==> config.mk <==
export PLATFORM = sky130hd
export DESIGN_NAME = cdlac_top
export DESIGN_NICKNAME = d
export VERILOG_FILES = /design/src/hdl/cdlac_pkg.sv /design/src/hdl/cdlac_grp_if.sv /design/src/hdl/cdlac_event_group.sv /design/src/hdl/cdlac_irq.sv /design/src/hdl/cdlac_top.sv
export SDC_FILE = /design/constraint.sdc
export NUM_CORES = 1
export LEC_CHECK = 0
export BUFFER_PORTS_ARGS = -buffer_cell sky130_fd_sc_hd__buf_2
export CAP_MARGIN = 10
export CORE_ASPECT_RATIO = 0.9
export CORE_UTILIZATION = 45
export CTS_BUF_LIST = sky130_fd_sc_hd__clkbuf_8
export DETAILED_ROUTE_END_ITERATION = 6
export PLACE_DENSITY = 0.78
export SLEW_MARGIN = 20
export SYNTH_ARGS = -nofsm -noshare
export SYNTH_HDL_FRONTEND = slang
export SYNTH_SLANG_ARGS = --single-unit
export TNS_END_PERCENT = 50
==> constraint.sdc <==
create_clock -name aclk -period 2.7 [get_ports aclk]
set_input_delay 0.135 -clock aclk [delete_from_list [all_inputs] [get_ports aclk]]
set_output_delay 0.135 -clock aclk [all_outputs]
set_load 0.05 [all_outputs]
==> src/hdl/cdlac_pkg.sv <==
// constants shared by the change-detect latch/axis config block
// assumes one 125 mhz clock, axi4-lite access, odr ticks from the sensor pipeline
// Behaviour
// - 8-bit config register: latch and axis enables
// - strap low clears all; high sets outside axes
// - outside flags follow condition when not latched
// - latched outside flags cleared only by read
// - latched outside active only on rising condition
// - latched inside flags cleared only by read
// - inside flags follow condition when not latched
// - latched inside active only on rising condition
// - x outside enable includes or excludes x
// - other axis enables include or exclude axes
// - no inside axes enabled: inside detection off
package cdlac_pkg;
  localparam int unsigned CDLAC_AW   = 8;
  localparam int unsigned CDLAC_DW   = 32;
  localparam int unsigned CDLAC_IW   = 6;
  localparam int unsigned CDLAC_AXES = 3;
  localparam int unsigned CDLAC_IRQW = 2;

  // register indices; byte address is four times the index
  localparam logic [CDLAC_IW-1:0] CDLAC_IDX_CONFIG  = 6'h2f;
  localparam logic [CDLAC_IW-1:0] CDLAC_IDX_OUT_SRC = 6'h20;
  localparam logic [CDLAC_IW-1:0] CDLAC_IDX_IN_SRC  = 6'h21;
  localparam logic [CDLAC_IW-1:0] CDLAC_IDX_STATUS  = 6'h22;
  localparam logic [CDLAC_IW-1:0] CDLAC_IDX_MASK    = 6'h23;

  // config fields
  localparam int unsigned CDLAC_BIT_OUT_LATCH = 7;
  localparam int unsigned CDLAC_BIT_IN_LATCH  = 6;
  localparam int unsigned CDLAC_OUT_AXIS_LSB  = 3;
  localparam int unsigned CDLAC_IN_AXIS_LSB   = 0;
  localparam logic [7:0]  CDLAC_CFG_RST_LOW   = 8'h00;
  localparam logic [7:0]  CDLAC_CFG_RST_HIGH  = 8'h38;

  // source register layout
  localparam int unsigned CDLAC_SRC_ACTIVE = 7;
  localparam int unsigned CDLAC_SRC_X      = 5;
  localparam int unsigned CDLAC_SRC_Y      = 3;
  localparam int unsigned CDLAC_SRC_Z      = 1;

  // interrupt status bits
  localparam int unsigned CDLAC_IRQ_OUT = 0;
  localparam int unsigned CDLAC_IRQ_IN  = 1;

  localparam logic [1:0] CDLAC_RESP_OKAY   = 2'h0;
  localparam logic [1:0] CDLAC_RESP_SLVERR = 2'h2;

  typedef enum logic [0:0] {CDLAC_RD_IDLE, CDLAC_RD_RESP} cdlac_rd_state_type;
endpackage : cdlac_pkg

==> src/hdl/cdlac_grp_if.sv <==
// signals between the top and one event flag group
// assumes all members run on the top's aclk
interface cdlac_grp_if;
  logic       tick;
  logic       latch_en;
  logic [2:0] axis_en;
  logic [2:0] cond;
  logic       read_clr;
  logic [2:0] flags;
  logic       active;
  logic       new_evt;

  modport grp (input tick, latch_en, axis_en, cond, read_clr, output flags, active, new_evt);
  modport top (output tick, latch_en, axis_en, cond, read_clr, input flags, active, new_evt);
endinterface : cdlac_grp_if

==> src/hdl/cdlac_event_group.sv <==
// per-axis flags and event-active flag for one window group
// assumes tick is a one-cycle odr pulse and read_clr a one-cycle read strobe
module cdlac_event_group (
  // clock and reset
  input wire logic aclk,
  input wire logic aresetn,
  input wire logic ce,
  // group link
  cdlac_grp_if.grp g
);
  import cdlac_pkg::*;

  logic [2:0] flags_q, flags_d;
  logic       active_q, active_d;
  logic       prev_q, prev_d;
  logic [2:0] hit;
  logic       cond_any;
  logic       rise;

  assign hit      = g.cond & g.axis_en;
  assign cond_any = |hit;
  assign rise     = g.tick & cond_any & ~prev_q;

  // next values; a new event beats a same-cycle read clear
  always_comb begin
    flags_d  = flags_q;
    active_d = active_q;
    prev_d   = prev_q;
    if (g.latch_en) begin
      if (g.read_clr) begin
        flags_d  = '0;
        active_d = 1'b0;
      end
      if (rise) begin
        flags_d  = flags_q & ~{CDLAC_AXES{g.read_clr}} | hit;
        active_d = 1'b1;
      end
    end else if (g.tick) begin
      flags_d  = hit;
      active_d = cond_any;
    end
    if (g.tick) begin
      prev_d = cond_any;
    end
  end

  always_ff @(posedge aclk) begin
    if (!aresetn) begin
      flags_q  <= '0;
      active_q <= 1'b0;
      prev_q   <= 1'b0;
    end else if (ce) begin
      flags_q  <= flags_d;
      active_q <= active_d;
      prev_q   <= prev_d;
    end
  end

  assign g.flags   = flags_q;
  assign g.active  = active_q;
  assign g.new_evt = ce & active_d & ~active_q;
endmodule : cdlac_event_group

==> src/hdl/cdlac_irq.sv <==
// sticky interrupt status with mask and one level output
// assumes set pulses and write-one-to-clear strobes on aclk
module cdlac_irq (
  // clock and reset
  input  wire logic                             aclk,
  input  wire logic                             aresetn,
  input  wire logic                             ce,
  // events and software
  input  wire logic [cdlac_pkg::CDLAC_IRQW-1:0] set,
  input  wire logic [cdlac_pkg::CDLAC_IRQW-1:0] clr,
  input  wire logic                             mask_we,
  input  wire logic [cdlac_pkg::CDLAC_IRQW-1:0] mask_wdata,
  // state
  output logic      [cdlac_pkg::CDLAC_IRQW-1:0] status,
  output logic      [cdlac_pkg::CDLAC_IRQW-1:0] mask,
  output logic                                  irq
);
  import cdlac_pkg::*;

  logic [CDLAC_IRQW-1:0] status_q, status_d;
  logic [CDLAC_IRQW-1:0] mask_q, mask_d;

  // set wins so no event is lost on a clear
  assign status_d = (status_q & ~clr) | set;
  assign mask_d   = mask_we ? mask_wdata : mask_q;

  always_ff @(posedge aclk) begin
    if (!aresetn) begin
      status_q <= '0;
      mask_q   <= '0;
    end else if (ce) begin
      status_q <= status_d;
      mask_q   <= mask_d;
    end
  end

  assign status = status_q;
  assign mask   = mask_q;
  assign irq    = |(status_q & mask_q);
endmodule : cdlac_irq

==> src/hdl/cdlac_top.sv <==
// change-detect latch and axis config block with axi4-lite slave
// assumes synchronous comparator inputs and a one-cycle odr_tick pulse
module cdlac_top (
  // clock, reset, enable
  input  wire logic                           aclk,
  input  wire logic                           aresetn,
  input  wire logic                           ce,
  // axi4-lite write address
  input  wire logic                           s_axi_awvalid,
  output logic                                s_axi_awready,
  input  wire logic [cdlac_pkg::CDLAC_AW-1:0] s_axi_awaddr,
  input  wire logic [2:0]                     s_axi_awprot,
  // axi4-lite write data
  input  wire logic                           s_axi_wvalid,
  output logic                                s_axi_wready,
  input  wire logic [cdlac_pkg::CDLAC_DW-1:0] s_axi_wdata,
  input  wire logic [3:0]                     s_axi_wstrb,
  // axi4-lite write response
  output logic                                s_axi_bvalid,
  input  wire logic                           s_axi_bready,
  output logic      [1:0]                     s_axi_bresp,
  // axi4-lite read address
  input  wire logic                           s_axi_arvalid,
  output logic                                s_axi_arready,
  input  wire logic [cdlac_pkg::CDLAC_AW-1:0] s_axi_araddr,
  input  wire logic [2:0]                     s_axi_arprot,
  // axi4-lite read data
  output logic                                s_axi_rvalid,
  input  wire logic                           s_axi_rready,
  output logic      [cdlac_pkg::CDLAC_DW-1:0] s_axi_rdata,
  output logic      [1:0]                     s_axi_rresp,
  // sensor side
  input  wire logic                           boot_mode_strap,
  input  wire logic                           odr_tick,
  input  wire logic [2:0]                     axis_outside_cond,
  input  wire logic [2:0]                     axis_inside_cond,
  // detector state
  output logic      [2:0]                     axis_outside_flags,
  output logic      [2:0]                     axis_inside_flags,
  output logic                                outside_event_active,
  output logic                                inside_event_active,
  output logic                                irq
);
  import cdlac_pkg::*;

  // register index from a byte address
  function automatic logic [CDLAC_IW-1:0] reg_index(input logic [CDLAC_AW-1:0] addr);
    reg_index = addr[CDLAC_AW-1:2];
  endfunction : reg_index

  // source register image: active flag and x/y/z flags
  function automatic logic [7:0] src_pack(input logic active, input logic [2:0] flags);
    logic [7:0] v;
    v                   = 8'h00;
    v[CDLAC_SRC_ACTIVE] = active;
    v[CDLAC_SRC_X]      = flags[2];
    v[CDLAC_SRC_Y]      = flags[1];
    v[CDLAC_SRC_Z]      = flags[0];
    src_pack            = v;
  endfunction : src_pack

  // configuration register
  logic [7:0]            config_q, config_d;
  logic [7:0]            config_rst;

  // write channel state
  logic                  aw_got_q, aw_got_d;
  logic                  w_got_q, w_got_d;
  logic [CDLAC_IW-1:0]   aw_idx_q, aw_idx_d;
  logic [7:0]            w_byte_q, w_byte_d;
  logic                  w_lane_q, w_lane_d;
  logic                  bvalid_q, bvalid_d;
  logic [1:0]            bresp_q, bresp_d;

  // read channel state
  cdlac_rd_state_type    rd_state_q, rd_state_d;
  logic [CDLAC_DW-1:0]   rdata_q, rdata_d;
  logic [1:0]            rresp_q, rresp_d;

  // decode wires
  logic                  aw_hs, w_hs, ar_hs;
  logic                  wr_fire;
  logic                  wr_lane_ok;
  logic                  wr_cfg, wr_status, wr_mask;
  logic                  wr_mapped;
  logic [CDLAC_IW-1:0]   ar_idx;
  logic                  rd_mapped;
  logic [7:0]            rd_byte;
  logic                  rd_out_src, rd_in_src;

  // group and interrupt wires
  logic [CDLAC_IRQW-1:0] irq_status, irq_mask, irq_set, irq_clr;
  logic                  tick;

  cdlac_grp_if out_grp ();
  cdlac_grp_if in_grp ();

  assign config_rst = boot_mode_strap ? CDLAC_CFG_RST_HIGH : CDLAC_CFG_RST_LOW;

  // handshakes; ce low stalls the bus as well as the detector
  assign s_axi_awready = ce & ~aw_got_q & ~bvalid_q;
  assign s_axi_wready  = ce & ~w_got_q & ~bvalid_q;
  assign s_axi_arready = ce & (rd_state_q == CDLAC_RD_IDLE);
  assign aw_hs         = s_axi_awvalid & s_axi_awready;
  assign w_hs          = s_axi_wvalid & s_axi_wready;
  assign ar_hs         = s_axi_arvalid & s_axi_arready;

  // write capture: address and data may arrive in either order
  assign aw_idx_d = aw_hs ? reg_index(s_axi_awaddr) : aw_idx_q;
  assign w_byte_d = w_hs ? s_axi_wdata[7:0] : w_byte_q;
  assign w_lane_d = w_hs ? s_axi_wstrb[0] : w_lane_q;
  assign wr_fire  = ce & (aw_got_q | aw_hs) & (w_got_q | w_hs) & ~bvalid_q;
  assign aw_got_d = wr_fire ? 1'b0 : (aw_got_q | aw_hs);
  assign w_got_d  = wr_fire ? 1'b0 : (w_got_q | w_hs);

  // write decode on the merged address and data
  logic [CDLAC_IW-1:0] wr_idx;
  logic [7:0]          wr_byte;
  assign wr_idx     = aw_hs ? reg_index(s_axi_awaddr) : aw_idx_q;
  assign wr_byte    = w_hs ? s_axi_wdata[7:0] : w_byte_q;
  assign wr_lane_ok = w_hs ? s_axi_wstrb[0] : w_lane_q;
  assign wr_mapped  = (wr_idx == CDLAC_IDX_CONFIG) | (wr_idx == CDLAC_IDX_OUT_SRC) |
                      (wr_idx == CDLAC_IDX_IN_SRC) | (wr_idx == CDLAC_IDX_STATUS) |
                      (wr_idx == CDLAC_IDX_MASK);
  assign wr_cfg     = wr_fire & wr_lane_ok & (wr_idx == CDLAC_IDX_CONFIG);
  assign wr_status  = wr_fire & wr_lane_ok & (wr_idx == CDLAC_IDX_STATUS);
  assign wr_mask    = wr_fire & wr_lane_ok & (wr_idx == CDLAC_IDX_MASK);
  assign irq_clr    = wr_status ? wr_byte[CDLAC_IRQW-1:0] : '0;

  // stored now, used at next tick
  assign config_d = wr_cfg ? wr_byte : config_q;

  // write response; writes to source registers are ignored but acknowledged
  assign bvalid_d = wr_fire ? 1'b1 : (bvalid_q & ~s_axi_bready);
  assign bresp_d  = wr_fire ? (wr_mapped ? CDLAC_RESP_OKAY : CDLAC_RESP_SLVERR) : bresp_q;

  // config register and write channel flops
  always_ff @(posedge aclk) begin
    if (!aresetn) begin
      config_q <= config_rst;
      aw_got_q <= 1'b0;
      w_got_q  <= 1'b0;
      aw_idx_q <= '0;
      w_byte_q <= 8'h00;
      w_lane_q <= 1'b0;
      bvalid_q <= 1'b0;
      bresp_q  <= CDLAC_RESP_OKAY;
    end else if (ce) begin
      config_q <= config_d;
      aw_got_q <= aw_got_d;
      w_got_q  <= w_got_d;
      aw_idx_q <= aw_idx_d;
      w_byte_q <= w_byte_d;
      w_lane_q <= w_lane_d;
      bvalid_q <= bvalid_d;
      bresp_q  <= bresp_d;
    end
  end

  // read decode
  assign ar_idx     = reg_index(s_axi_araddr);
  assign rd_out_src = ar_hs & (ar_idx == CDLAC_IDX_OUT_SRC);
  assign rd_in_src  = ar_hs & (ar_idx == CDLAC_IDX_IN_SRC);
  assign rd_mapped  = (ar_idx == CDLAC_IDX_CONFIG) | (ar_idx == CDLAC_IDX_OUT_SRC) |
                      (ar_idx == CDLAC_IDX_IN_SRC) | (ar_idx == CDLAC_IDX_STATUS) |
                      (ar_idx == CDLAC_IDX_MASK);

  // read data mux; source registers show the flags before the clear
  always_comb begin
    rd_byte = 8'h00;
    case (ar_idx)
      CDLAC_IDX_CONFIG:  rd_byte = config_q;
      CDLAC_IDX_OUT_SRC: rd_byte = src_pack(out_grp.active, out_grp.flags);
      CDLAC_IDX_IN_SRC:  rd_byte = src_pack(in_grp.active, in_grp.flags);
      CDLAC_IDX_STATUS:  rd_byte = {{(8-CDLAC_IRQW){1'b0}}, irq_status};
      CDLAC_IDX_MASK:    rd_byte = {{(8-CDLAC_IRQW){1'b0}}, irq_mask};
      default:           rd_byte = 8'h00;
    endcase
  end

  // read channel state machine
  always_comb begin
    rd_state_d = rd_state_q;
    rdata_d    = rdata_q;
    rresp_d    = rresp_q;
    case (rd_state_q)
      CDLAC_RD_IDLE: begin
        if (ar_hs) begin
          rd_state_d = CDLAC_RD_RESP;
          rdata_d    = {{(CDLAC_DW-8){1'b0}}, rd_byte};
          rresp_d    = rd_mapped ? CDLAC_RESP_OKAY : CDLAC_RESP_SLVERR;
        end
      end
      CDLAC_RD_RESP: begin
        if (s_axi_rready) begin
          rd_state_d = CDLAC_RD_IDLE;
        end
      end
      default: begin
        rd_state_d = CDLAC_RD_IDLE;
      end
    endcase
  end

  always_ff @(posedge aclk) begin
    if (!aresetn) begin
      rd_state_q <= CDLAC_RD_IDLE;
      rdata_q    <= '0;
      rresp_q    <= CDLAC_RESP_OKAY;
    end else if (ce) begin
      rd_state_q <= rd_state_d;
      rdata_q    <= rdata_d;
      rresp_q    <= rresp_d;
    end
  end

  assign s_axi_bvalid = bvalid_q;
  assign s_axi_bresp  = bresp_q;
  assign s_axi_rvalid = (rd_state_q == CDLAC_RD_RESP);
  assign s_axi_rdata  = rdata_q;
  assign s_axi_rresp  = rresp_q;

  // group wiring from the live config
  assign tick              = ce & odr_tick;
  assign out_grp.tick      = tick;
  assign out_grp.latch_en  = config_q[CDLAC_BIT_OUT_LATCH];
  assign out_grp.axis_en   = config_q[CDLAC_OUT_AXIS_LSB +: CDLAC_AXES];
  assign out_grp.cond      = axis_outside_cond;
  assign out_grp.read_clr  = rd_out_src;
  assign in_grp.tick       = tick;
  assign in_grp.latch_en   = config_q[CDLAC_BIT_IN_LATCH];
  assign in_grp.axis_en    = config_q[CDLAC_IN_AXIS_LSB +: CDLAC_AXES];
  assign in_grp.cond       = axis_inside_cond;
  assign in_grp.read_clr   = rd_in_src;

  cdlac_event_group u_outside (
    .aclk    (aclk),
    .aresetn (aresetn),
    .ce      (ce),
    .g       (out_grp)
  );

  cdlac_event_group u_inside (
    .aclk    (aclk),
    .aresetn (aresetn),
    .ce      (ce),
    .g       (in_grp)
  );

  // interrupt events are the rising event-active flags
  assign irq_set[CDLAC_IRQ_OUT] = out_grp.new_evt;
  assign irq_set[CDLAC_IRQ_IN]  = in_grp.new_evt;

  cdlac_irq u_irq (
    .aclk       (aclk),
    .aresetn    (aresetn),
    .ce         (ce),
    .set        (irq_set),
    .clr        (irq_clr),
    .mask_we    (wr_mask),
    .mask_wdata (wr_byte[CDLAC_IRQW-1:0]),
    .status     (irq_status),
    .mask       (irq_mask),
    .irq        (irq)
  );

  // detector state out
  assign axis_outside_flags   = out_grp.flags;
  assign axis_inside_flags    = in_grp.flags;
  assign outside_event_active = out_grp.active;
  assign inside_event_active  = in_grp.active;
endmodule : cdlac_top

==> results.txt, run 1 <==
ANT cells -> 0
Critical Path AT -> 2.29 ns
Crit start category -> flip-flop
Busiest grt layer -> met2
Place WS -> 0.502 ns
Worst Path Required -> 2.77 ns
GRT met3 Usage -> 0.0398
Num CTS Buffers -> 5
DRT Pass-1 Iters -> 7
Clock transition at the registers of the reported paths -> 0.10 ns
Remaining DRCs -> 0
Critical Path End Type -> flip-flop
Max VDD drop -> 441 uV
Htree depth -> 2
Port-buffer cells -> 60
Worst Hold Path EP -> aw_idx_q[4]
Filler-free cell count of the finished design -> 417
Grt met1 use -> 0.274
First-pass GRT wire length -> 9.40 mm
#FFs+latches synth -> 51
Largest net degree at the start of global routing -> 25
Period utilization -> 0.825
Post-layout min period -> 2.23 ns
Mapped Area -> 0.00256 mm^2
Die width -> 81.5 um
Global route overflow -> 0
Power density cells -> 579 mW/mm^2
Routed WL -> 5.81 mm
DPL Wire Length -> 4.43 mm
Post-DRT Antenna Nets -> 0
Clock latency on the worst-skew pair -> 0.30 ns
Initial antenna violation count -> 0
Post-synth EDFFs -> 8
Worst slew pin tran -> 0.878 ns
Starting density of the core -> 0.476
Cts-stage hold buffer count -> 0
Worst reg2reg path endpoint -> config_q[0]
RSZ-0062 raised after global routing -> no
Ys Warns -> 0
Final Skew -> 0.00736 ns
Layout filler cell count -> 517
Post-detailed-route wirelength per cell -> 13.9 um
FP Rows -> 25
DR iter-0 viols -> 195
Synth Instances -> 289
Top_reg_cell synth -> dfxtp_1
Setup slack, reg-to-reg -> 0.47 ns
Final Util -> 0.551
TritonCTS clock tree -> built
Post-layout net count -> 423
# resized after CTS -> 0
GP Congestion -> 0.828
CTS Buffer Depth -> 2
Syn Area/Cell -> 8.86 um^2
Max Cap Violations -> 0
Hold Worst Slack -> 0.0818 ns
Cell depth of the worst hold path -> 3
Async set or reset register ratio after synthesis -> 0
Met2 usage -> 0.326
Setup Buffers After CTS -> 0
Routed vias -> 2,320
# clock sinks -> 51
Hold crit path type -> input pin to flip-flop
Placed instance area -> 0.00285 mm^2
Die Span Y -> 73.6 um
Fmax achieved -> 449 MHz
Setup ws final -> 0.473 ns
Setup tns final -> 0 ns
Max_slew headroom -> 0.407
Placed insts -> 409
Status -> completed
Ports -> 124
Core ar. -> 0.00538 mm^2
Layout cells sized above 1 -> 0.237
Max-slew violation count -> 0
Area Growth Syn to Fin -> 15.7%
CTS root buffer -> clkbuf_8
GR Util All Layers -> 0.205
P_leak -> 1.21 nW
Sequential area share after synthesis -> 0.430
Die Area -> 0.00600 mm^2
Drt via density -> 5.56
Final-report hold violation count -> 0
R2R cell count -> 6
Synth cell types -> 52
Pwr Total -> 1.72 mW
Final instance area -> 0.00296 mm^2
Vias in the first global route -> 2,081
Hold wc startpoint -> s_axi_awaddr[6]
Reg-to-reg startpoint -> s_axi_bvalid
Finish-stage setup viols -> 0
Worst-path maximum fanout -> 9
Setup CP Type -> flip-flop to flip-flop
## synthesized netlist by cell type, drive strengths merged, types with 2 or more instances
master	number	area, um^2
o31ai	2	15.0
inv	4	15.0
nor4bb	2	20.0
a211oi	5	42.5
nor4	2	18.8
nor2b	2	12.5
nor4b	3	26.3
o22ai	2	12.5
a21oi	24	120
o41ai	2	17.5
clkbuf	7	26.3
mux2i	11	110
edfxtp	8	240
nand2b	3	18.8
o22a	3	26.3
nand3b	6	45.0
a2111oi	3	45.1
nand4	3	18.8
a31oi	3	18.8
dfxtp	43	861
nand2	30	113
mux2	2	22.5
and2	7	43.8
a222oi	2	20.0
buf	30	214
o21ai	13	65.1
a221oi	4	35.0
nor3	3	15.0
nand3	9	45.0
nor2	34	128
## layout make-up
class                           instances  area (um^2)  area share
Clock buffer                            5         68.8      0.0232
Timing Repair Buffer                   65          338       0.114
Tap cell                               67         83.8      0.0283
Multi-Input combinational cell        222         1310       0.442
Inverter                                4         15.0     0.00507
Clock inverter                          3         46.3      0.0156
Sequential cell                        51         1100       0.372
## worst max-delay path, stage by stage, from the launching register on
cell,delay (ns)
dfxtp_1,0.39
nor4bb_2,0.81
buf_4,0.30
nor4_1,0.07
a31oi_1,0.14
o31ai_1,0.09
buf_4,0.18
## power by group
part	total, mW	internal (mW)	switching (mW)	leakage [nW]
Combinational	0.334	0.0892	0.245	0.719
Sequential	0.844	0.810	0.0343	0.432
Clock	0.539	0.279	0.259	0.0548
## kinds of logic (layout without fill, tap and decap cells)
| group | Yosys count | in the layout | share of synthesized area |
|---|---|---|---|
| AND/OR/NAND/NOR | 113 | 113 | 0.226 |
| multiplexers | 14 | 14 | 0.0606 |
| AO/OA/AOI/OAI | 69 | 69 | 0.182 |
| buffers and inverters | 41 | 77 | 0.0997 |
| other | 1 | 26 | 0.00146 |
| flip-flops | 51 | 51 | 0.430 |
## per-layer routing
metal / part of all wire / vias up / routed length (um)
met5: 0 / - / 0
met4: 0.019 / 0 / 108
met3: 0.088 / 16 / 509
met2: 0.45 / 127 / 2640
met1: 0.44 / 1060 / 2560
li1: - / 1117 / -
## state kept, by name (all words and copies together) (netlist names)
signal,count
s_axi_bvalid,1
u_irq.status,2
s_axi_rdata,8
aw_idx_q,6
w_byte_q,8
s_axi_bresp,1
w_got_q,1
u_inside.g.active,1
u_inside.g.flags,3
u_outside.g.flags,3
u_irq.mask,2
aw_got_q,1
w_lane_q,1
s_axi_rvalid,1
config_q,8
u_outside.g.active,1
u_inside.prev_q,1
s_axi_rresp,1
u_outside.prev_q,1
## worst max-delay path by stage
stage                            start          end  slack [ns]  cells after the start
after global routing      s_axi_bvalid  config_q[0]        0.26                      6
after detailed placement  s_axi_bvalid  config_q[4]        0.50                      6
after CTS                 s_axi_bvalid  config_q[5]        0.48                      6
after floorplan           s_axi_bvalid  config_q[2]        0.17                      4
final                     s_axi_bvalid  config_q[0]        0.47                      6
after global placement    s_axi_bvalid  config_q[2]        0.48                      6
## layout by cell type (no fill, tap or decap), drive strengths merged, types with 3 or more instances in the layout
| cell type | Yosys | layout |
|---|---|---|
| o22a | 3 | 3 |
| a21oi | 24 | 24 |
| and2 | 7 | 7 |
| edfxtp | 8 | 8 |
| nor4b | 3 | 3 |
| nand3 | 9 | 9 |
| o21ai | 13 | 13 |
| dfxtp | 43 | 43 |
| buf | 30 | 65 |
| a221oi | 4 | 4 |
| nand2 | 30 | 30 |
| a31oi | 3 | 3 |
| inv | 4 | 5 |
| mux2i | 11 | 11 |
| nor3 | 3 | 3 |
| clkbuf | 7 | 5 |
| nor2 | 34 | 34 |
| conb | 1 | 26 |
| nand4 | 3 | 3 |
| nand2b | 3 | 3 |
| a2111oi | 3 | 3 |
| a211oi | 5 | 5 |
| nand3b | 6 | 6 |
No activity file was read; power rests on OpenSTA's default activity.
==> run 2: changes to the inputs <==
==> constraint.sdc (replaced) <==
create_clock -name aclk -period 2.1 [get_ports aclk]
set_input_delay 0.105 -clock aclk [delete_from_list [all_inputs] [get_ports aclk]]
set_output_delay 0.105 -clock aclk [all_outputs]
set_load 0.05 [all_outputs]
==> run 2 against run 1 <==
  * Sequential power is 28% higher
  * Critical endpoint is now u_irq.mask[1]
  * Count of clock-buffer cells in the layout stayed put
  * Core utilization is 1.3 points higher
  * Via count is 0.52% lower
  * Clock power is 51% higher
  * Highest routed layer unchanged
  * Sequential share of layout area is 0.86 points lower
  * Cell count is 0.96% higher
==> results.txt, run 2 (synthesized netlist as in run 1, its figures left out) <==
Status -> completed
Critical Path End Type -> flip-flop
Setup tns final -> 0 ns
Post-layout min period -> 1.85 ns
Layout filler cell count -> 514
Clock transition at the registers of the reported paths -> 0.10 ns
DPL Wire Length -> 4.69 mm
Routed vias -> 2,308
Largest net degree at the start of global routing -> 25
Layout cells sized above 1 -> 0.251
Net switching share of the total power -> 0.299
Post-DRT Antenna Nets -> 0
Die width -> 81.5 um
Commonest non-fill, non-tap cell in the layout -> buf_2
Num CTS Buffers -> 5
Crit start category -> flip-flop
CTS root buffer -> clkbuf_8
Period utilization -> 0.882
Starting density of the core -> 0.476
GP Congestion -> 0.876
Ports -> 124
Share of total power in the clock network -> 0.348
Cts-stage hold buffer count -> 0
Worst slew pin tran -> 0.747 ns
Port-buffer cells -> 60
Setup CP Type -> flip-flop to flip-flop
Sequential power share -> 0.462
Htree depth -> 2
Logic pwr share -> 0.190
Hold Worst Slack -> 0.0401 ns
FP Rows -> 25
GR Util All Layers -> 0.217
First-pass GRT wire length -> 9.72 mm
Routed WL -> 6.08 mm
Sw Pwr -> 700 uW
Hold crit path type -> input pin to flip-flop
Global route overflow -> 0
DR iter-0 viols -> 183
Final Util -> 0.564
# clock sinks -> 51
# resized after CTS -> 0
Power density cells -> 772 mW/mm^2
Setup Buffers After CTS -> 0
Final Skew -> 0.0137 ns
P_leak -> 1.24 nW
TritonCTS clock tree -> built
Max_slew headroom -> 0.502
DRT Pass-1 Iters -> 4
Initial antenna violation count -> 0
Worst Path Required -> 2.30 ns
Drt via density -> 5.48
Critical Path AT -> 2.05 ns
Post-detailed-route wirelength per cell -> 14.4 um
Power Internal -> 1.64 mW
Fmax achieved -> 540 MHz
Max VDD drop -> 383 uV
Post-layout net count -> 427
Finish-stage setup viols -> 0
Max Cap Violations -> 0
Remaining DRCs -> 0
Worst-path maximum fanout -> 14
Max-slew violation count -> 0
CTS Buffer Depth -> 2
Vias in the first global route -> 2,136
Area Growth Syn to Fin -> 18.5%
Pwr Total -> 2.34 mW
Die Area -> 0.00600 mm^2
Die Span Y -> 73.6 um
ANT cells -> 0
RSZ-0062 raised after global routing -> no
Core ar. -> 0.00538 mm^2
Most frequent cells in the layout -> 60 x buf_2, 43 x dfxtp_1, 34 x nor2_1
Final-report hold violation count -> 0
Clock latency on the worst-skew pair -> 0.32 ns
==> run 2: cell types whose count changed in the layout (fill, tap and decap cells not counted) <==
cell	change
bufinv_16	+1
nor3b_2	+1
o31ai_4	+1
buf_4	+4
inv_6	-1
o31ai_1	-1
nor3b_1	-1
==> run 2: per-layer routing <==
| metal | part of all wire | GRT usage | vias up |
|---|---|---|---|
| met1 | 0.44 | 0.273 | 1071 |
| met4 | 0.015 | 0.0893 | 0 |
| met3 | 0.075 | 0.0460 | 10 |
| li1 | - | - | 1125 |
| met5 | 0 | 0 | - |
| met2 | 0.47 | 0.358 | 102 |
==> run 2: cell type report <==
| type | count | area (um^2) | share of cell area |
|---|---|---|---|
| inverters | 4 | 15.0 | 0.00495 |
| clock buffers | 5 | 68.8 | 0.0227 |
| repair buffers | 69 | 368 | 0.121 |
| clock inverters | 3 | 67.6 | 0.0223 |
| well taps | 67 | 83.8 | 0.0276 |
| flip-flops and latches | 51 | 1100 | 0.363 |
| multi-input cells | 222 | 1330 | 0.438 |
==> run 2: final timing paths <==
kind	start	to	slack, ns	cells past startpoint
max	s_axi_bvalid	u_irq.mask[1]	0.25	5
min	s_axi_wstrb[0]	w_lane_q	0.04	3
max reg2reg	s_axi_bvalid	u_irq.mask[1]	0.25	5
min reg2reg	s_axi_rdata[6]	s_axi_rdata[6]	0.46	2
==> run 2: stage by stage <==
| stage | instance area (um^2) | setup WS [ns] | instances |
|---|---|---|---|
| 2_1_floorplan | 2670 | 0.0628 | 314 |
| 3_3_place_gp | 2900 | 0.300 | 413 |
| 3_5_place_dp | 2900 | 0.250 | 413 |
| 4_1_cts | 3030 | 0.231 | 421 |
| 5_1_grt | 3030 | 0.135 | 421 |
| 6_report | 3030 | 0.248 | 421 |
==> run 2: critical path: stages, from the launching register on <==
cell and delay (ns):
dfxtp_1 0.33, nor4bb_2 0.39, buf_4 0.28, nand3_1 0.12
a211oi_2 0.26, mux2_2 0.36
==> run 2: power groups by stage <==
stage	Sequential [mW]	Combinational [mW]	Clock, mW
final	1.08	0.445	0.813
after global routing	1.09	0.482	0.859
after CTS	1.08	0.445	0.822
after detailed placement	1.10	0.443	0
after global placement	1.10	0.435	0
after floorplan	1.14	0.314	0
==> run 3: changes to the inputs <==
--- a/config.mk
+++ b/config.mk
@@ -7,11 +7,11 @@
 export LEC_CHECK = 0
 export BUFFER_PORTS_ARGS = -buffer_cell sky130_fd_sc_hd__buf_2
 export CAP_MARGIN = 10
-export CORE_ASPECT_RATIO = 0.9
+export CORE_ASPECT_RATIO = 1.1
 export CORE_UTILIZATION = 45
 export CTS_BUF_LIST = sky130_fd_sc_hd__clkbuf_8
 export DETAILED_ROUTE_END_ITERATION = 6
-export PLACE_DENSITY = 0.78
+export PLACE_DENSITY_LB_ADDON = 0.05
 export SLEW_MARGIN = 20
 export SYNTH_ARGS = -nofsm -noshare
 export SYNTH_HDL_FRONTEND = slang
==> run 3 against run 2 <==
  * Worst hold slack better by 0.0028 ns
  * Sequential cell count did not move
  * Die area about the same
  * Core utilization is 0.70 points lower
  * Critical path type unchanged
  * Largest cell class unchanged
==> results.txt, run 3 (synthesized netlist as in run 1, its figures left out) <==
Status -> completed
Max Cap Violations -> 0
Worst slew pin tran -> 0.642 ns
FP Rows -> 28
Worst-path maximum fanout -> 16
Setup CP Type -> flip-flop to flip-flop
CTS root buffer -> clkbuf_8
Setup slack, reg-to-reg -> 0.19 ns
P_leak -> 1.23 nW
Bufs and invs on worst path -> 1
# clock sinks -> 51
TritonCTS clock tree -> built
Critical Path End Type -> flip-flop
Clock transition at the registers of the reported paths -> 0.10 ns
Setup Buffers After CTS -> 0
Cts-stage hold buffer count -> 0
Starting density of the core -> 0.471
Area Growth Syn to Fin -> 18.1%
Power density cells -> 734 mW/mm^2
Clock latency on the worst-skew pair -> 0.30 ns
Routed WL -> 5.98 mm
GP Congestion -> 0.842
Max-slew violation count -> 0
Initial antenna violation count -> 0
CTS Buffer Depth -> 2
Post-layout min period -> 1.91 ns
Die Area -> 0.00599 mm^2
Place WS -> 0.199 ns
Drt via density -> 5.35
Die Span Y -> 81.1 um
Routed vias -> 2,291
ANT cells -> 0
Core ar. -> 0.00543 mm^2
Finish-stage setup viols -> 0
Post-DRT Antenna Nets -> 0
Vias in the first global route -> 1,982
DRT Pass-1 Iters -> 5
Final Skew -> 0.00722 ns
Worst path cell trace -> nor4bb_2 > buf_12 > nor4_1 > a31oi_1 > o31ai_4
# resized after CTS -> 0
Final-report hold violation count -> 0
Remaining DRCs -> 0
Largest net degree at the start of global routing -> 23
Worst Path Required -> 2.06 ns
Period utilization -> 0.907
Num CTS Buffers -> 5
Critical Path AT -> 1.86 ns
Layout cells sized above 1 -> 0.246
Crit start category -> flip-flop
Hold crit path type -> input pin to flip-flop
Post-layout net count -> 426
Crit path max-delay family -> compound AO/OA/AOI/OAI gates
Post-detailed-route wirelength per cell -> 14.0 um
Global route overflow -> 0
Slowest cell on crit path -> dfxtp_1
Most frequent cells in the layout -> 60 x buf_2, 43 x dfxtp_1, 34 x nor2_1
RSZ-0062 raised after global routing -> no
Port-buffer cells -> 60
Max stage delay on crit path -> 0.49 ns
Max_slew headroom -> 0.571
Fmax achieved -> 525 MHz
Ports -> 124
Max VDD drop -> 398 uV
Commonest non-fill, non-tap cell in the layout -> buf_2
Htree depth -> 2
DPL Wire Length -> 4.55 mm
Setup tns final -> 0 ns
GR Util All Layers -> 0.211
First-pass GRT wire length -> 9.49 mm
DR iter-0 viols -> 199
Die width -> 73.9 um
Setup ws final -> 0.195 ns
Layout filler cell count -> 516
Pwr Total -> 2.22 mW
==> run 3: power by group <==
| group | switching, mW | internal (mW) |
|---|---|---|
| clock | 0.339 | 0.356 |
| combinational | 0.318 | 0.124 |
| sequential | 0.0419 | 1.04 |
==> run 3: area by class of cell <==
cell class / instances / area, um^2 / area share
multi-input cells: 222 / 1330 / 0.440
flip-flops and latches: 51 / 1100 / 0.364
repair buffers: 68 / 373 / 0.123
well taps: 75 / 93.8 / 0.0310
clock buffers: 5 / 68.8 / 0.0228
clock inverters: 3 / 42.5 / 0.0141
inverters: 4 / 15.0 / 0.00497
==> run 3: final timing paths <==
path,depth (start not counted),endpoint,startpoint
worst min register to register,2,s_axi_rdata[6],s_axi_rdata[6]
worst max-delay path,5,config_q[7],s_axi_bvalid
worst max register to register,5,config_q[7],s_axi_bvalid
worst min-delay path,3,aw_idx_q[5],s_axi_awaddr[7]
==> run 3: tightest hold or removal path: cells and delay by family <==
kind | cells | cell delay, ns
buffers and inverters | 1 | 0.09
AND/OR/NAND/NOR | 1 | 0.07
AO/OA/AOI/OAI | 1 | 0.05
==> run 3: layer usage <==
metal,track usage,wire length (um),vias up
li1,-,-,1125
met1,0.277,2730,1052
met2,0.338,2780,102
met3,0.0385,321,12
met4,0.0885,149,0
met5,0,0,-
==> run 3: metrics by stage <==
step	std cells	hold slack, ns	util	area, um^2
2_1_floorplan	314	0.241	-	2670
3_3_place_gp	420	0.347	0.536	2910
3_5_place_dp	420	0.353	0.536	2910
4_1_cts	428	0.0318	0.557	3020
5_1_grt	428	0.0387	0.557	3020
6_report	428	0.0429	0.557	3020
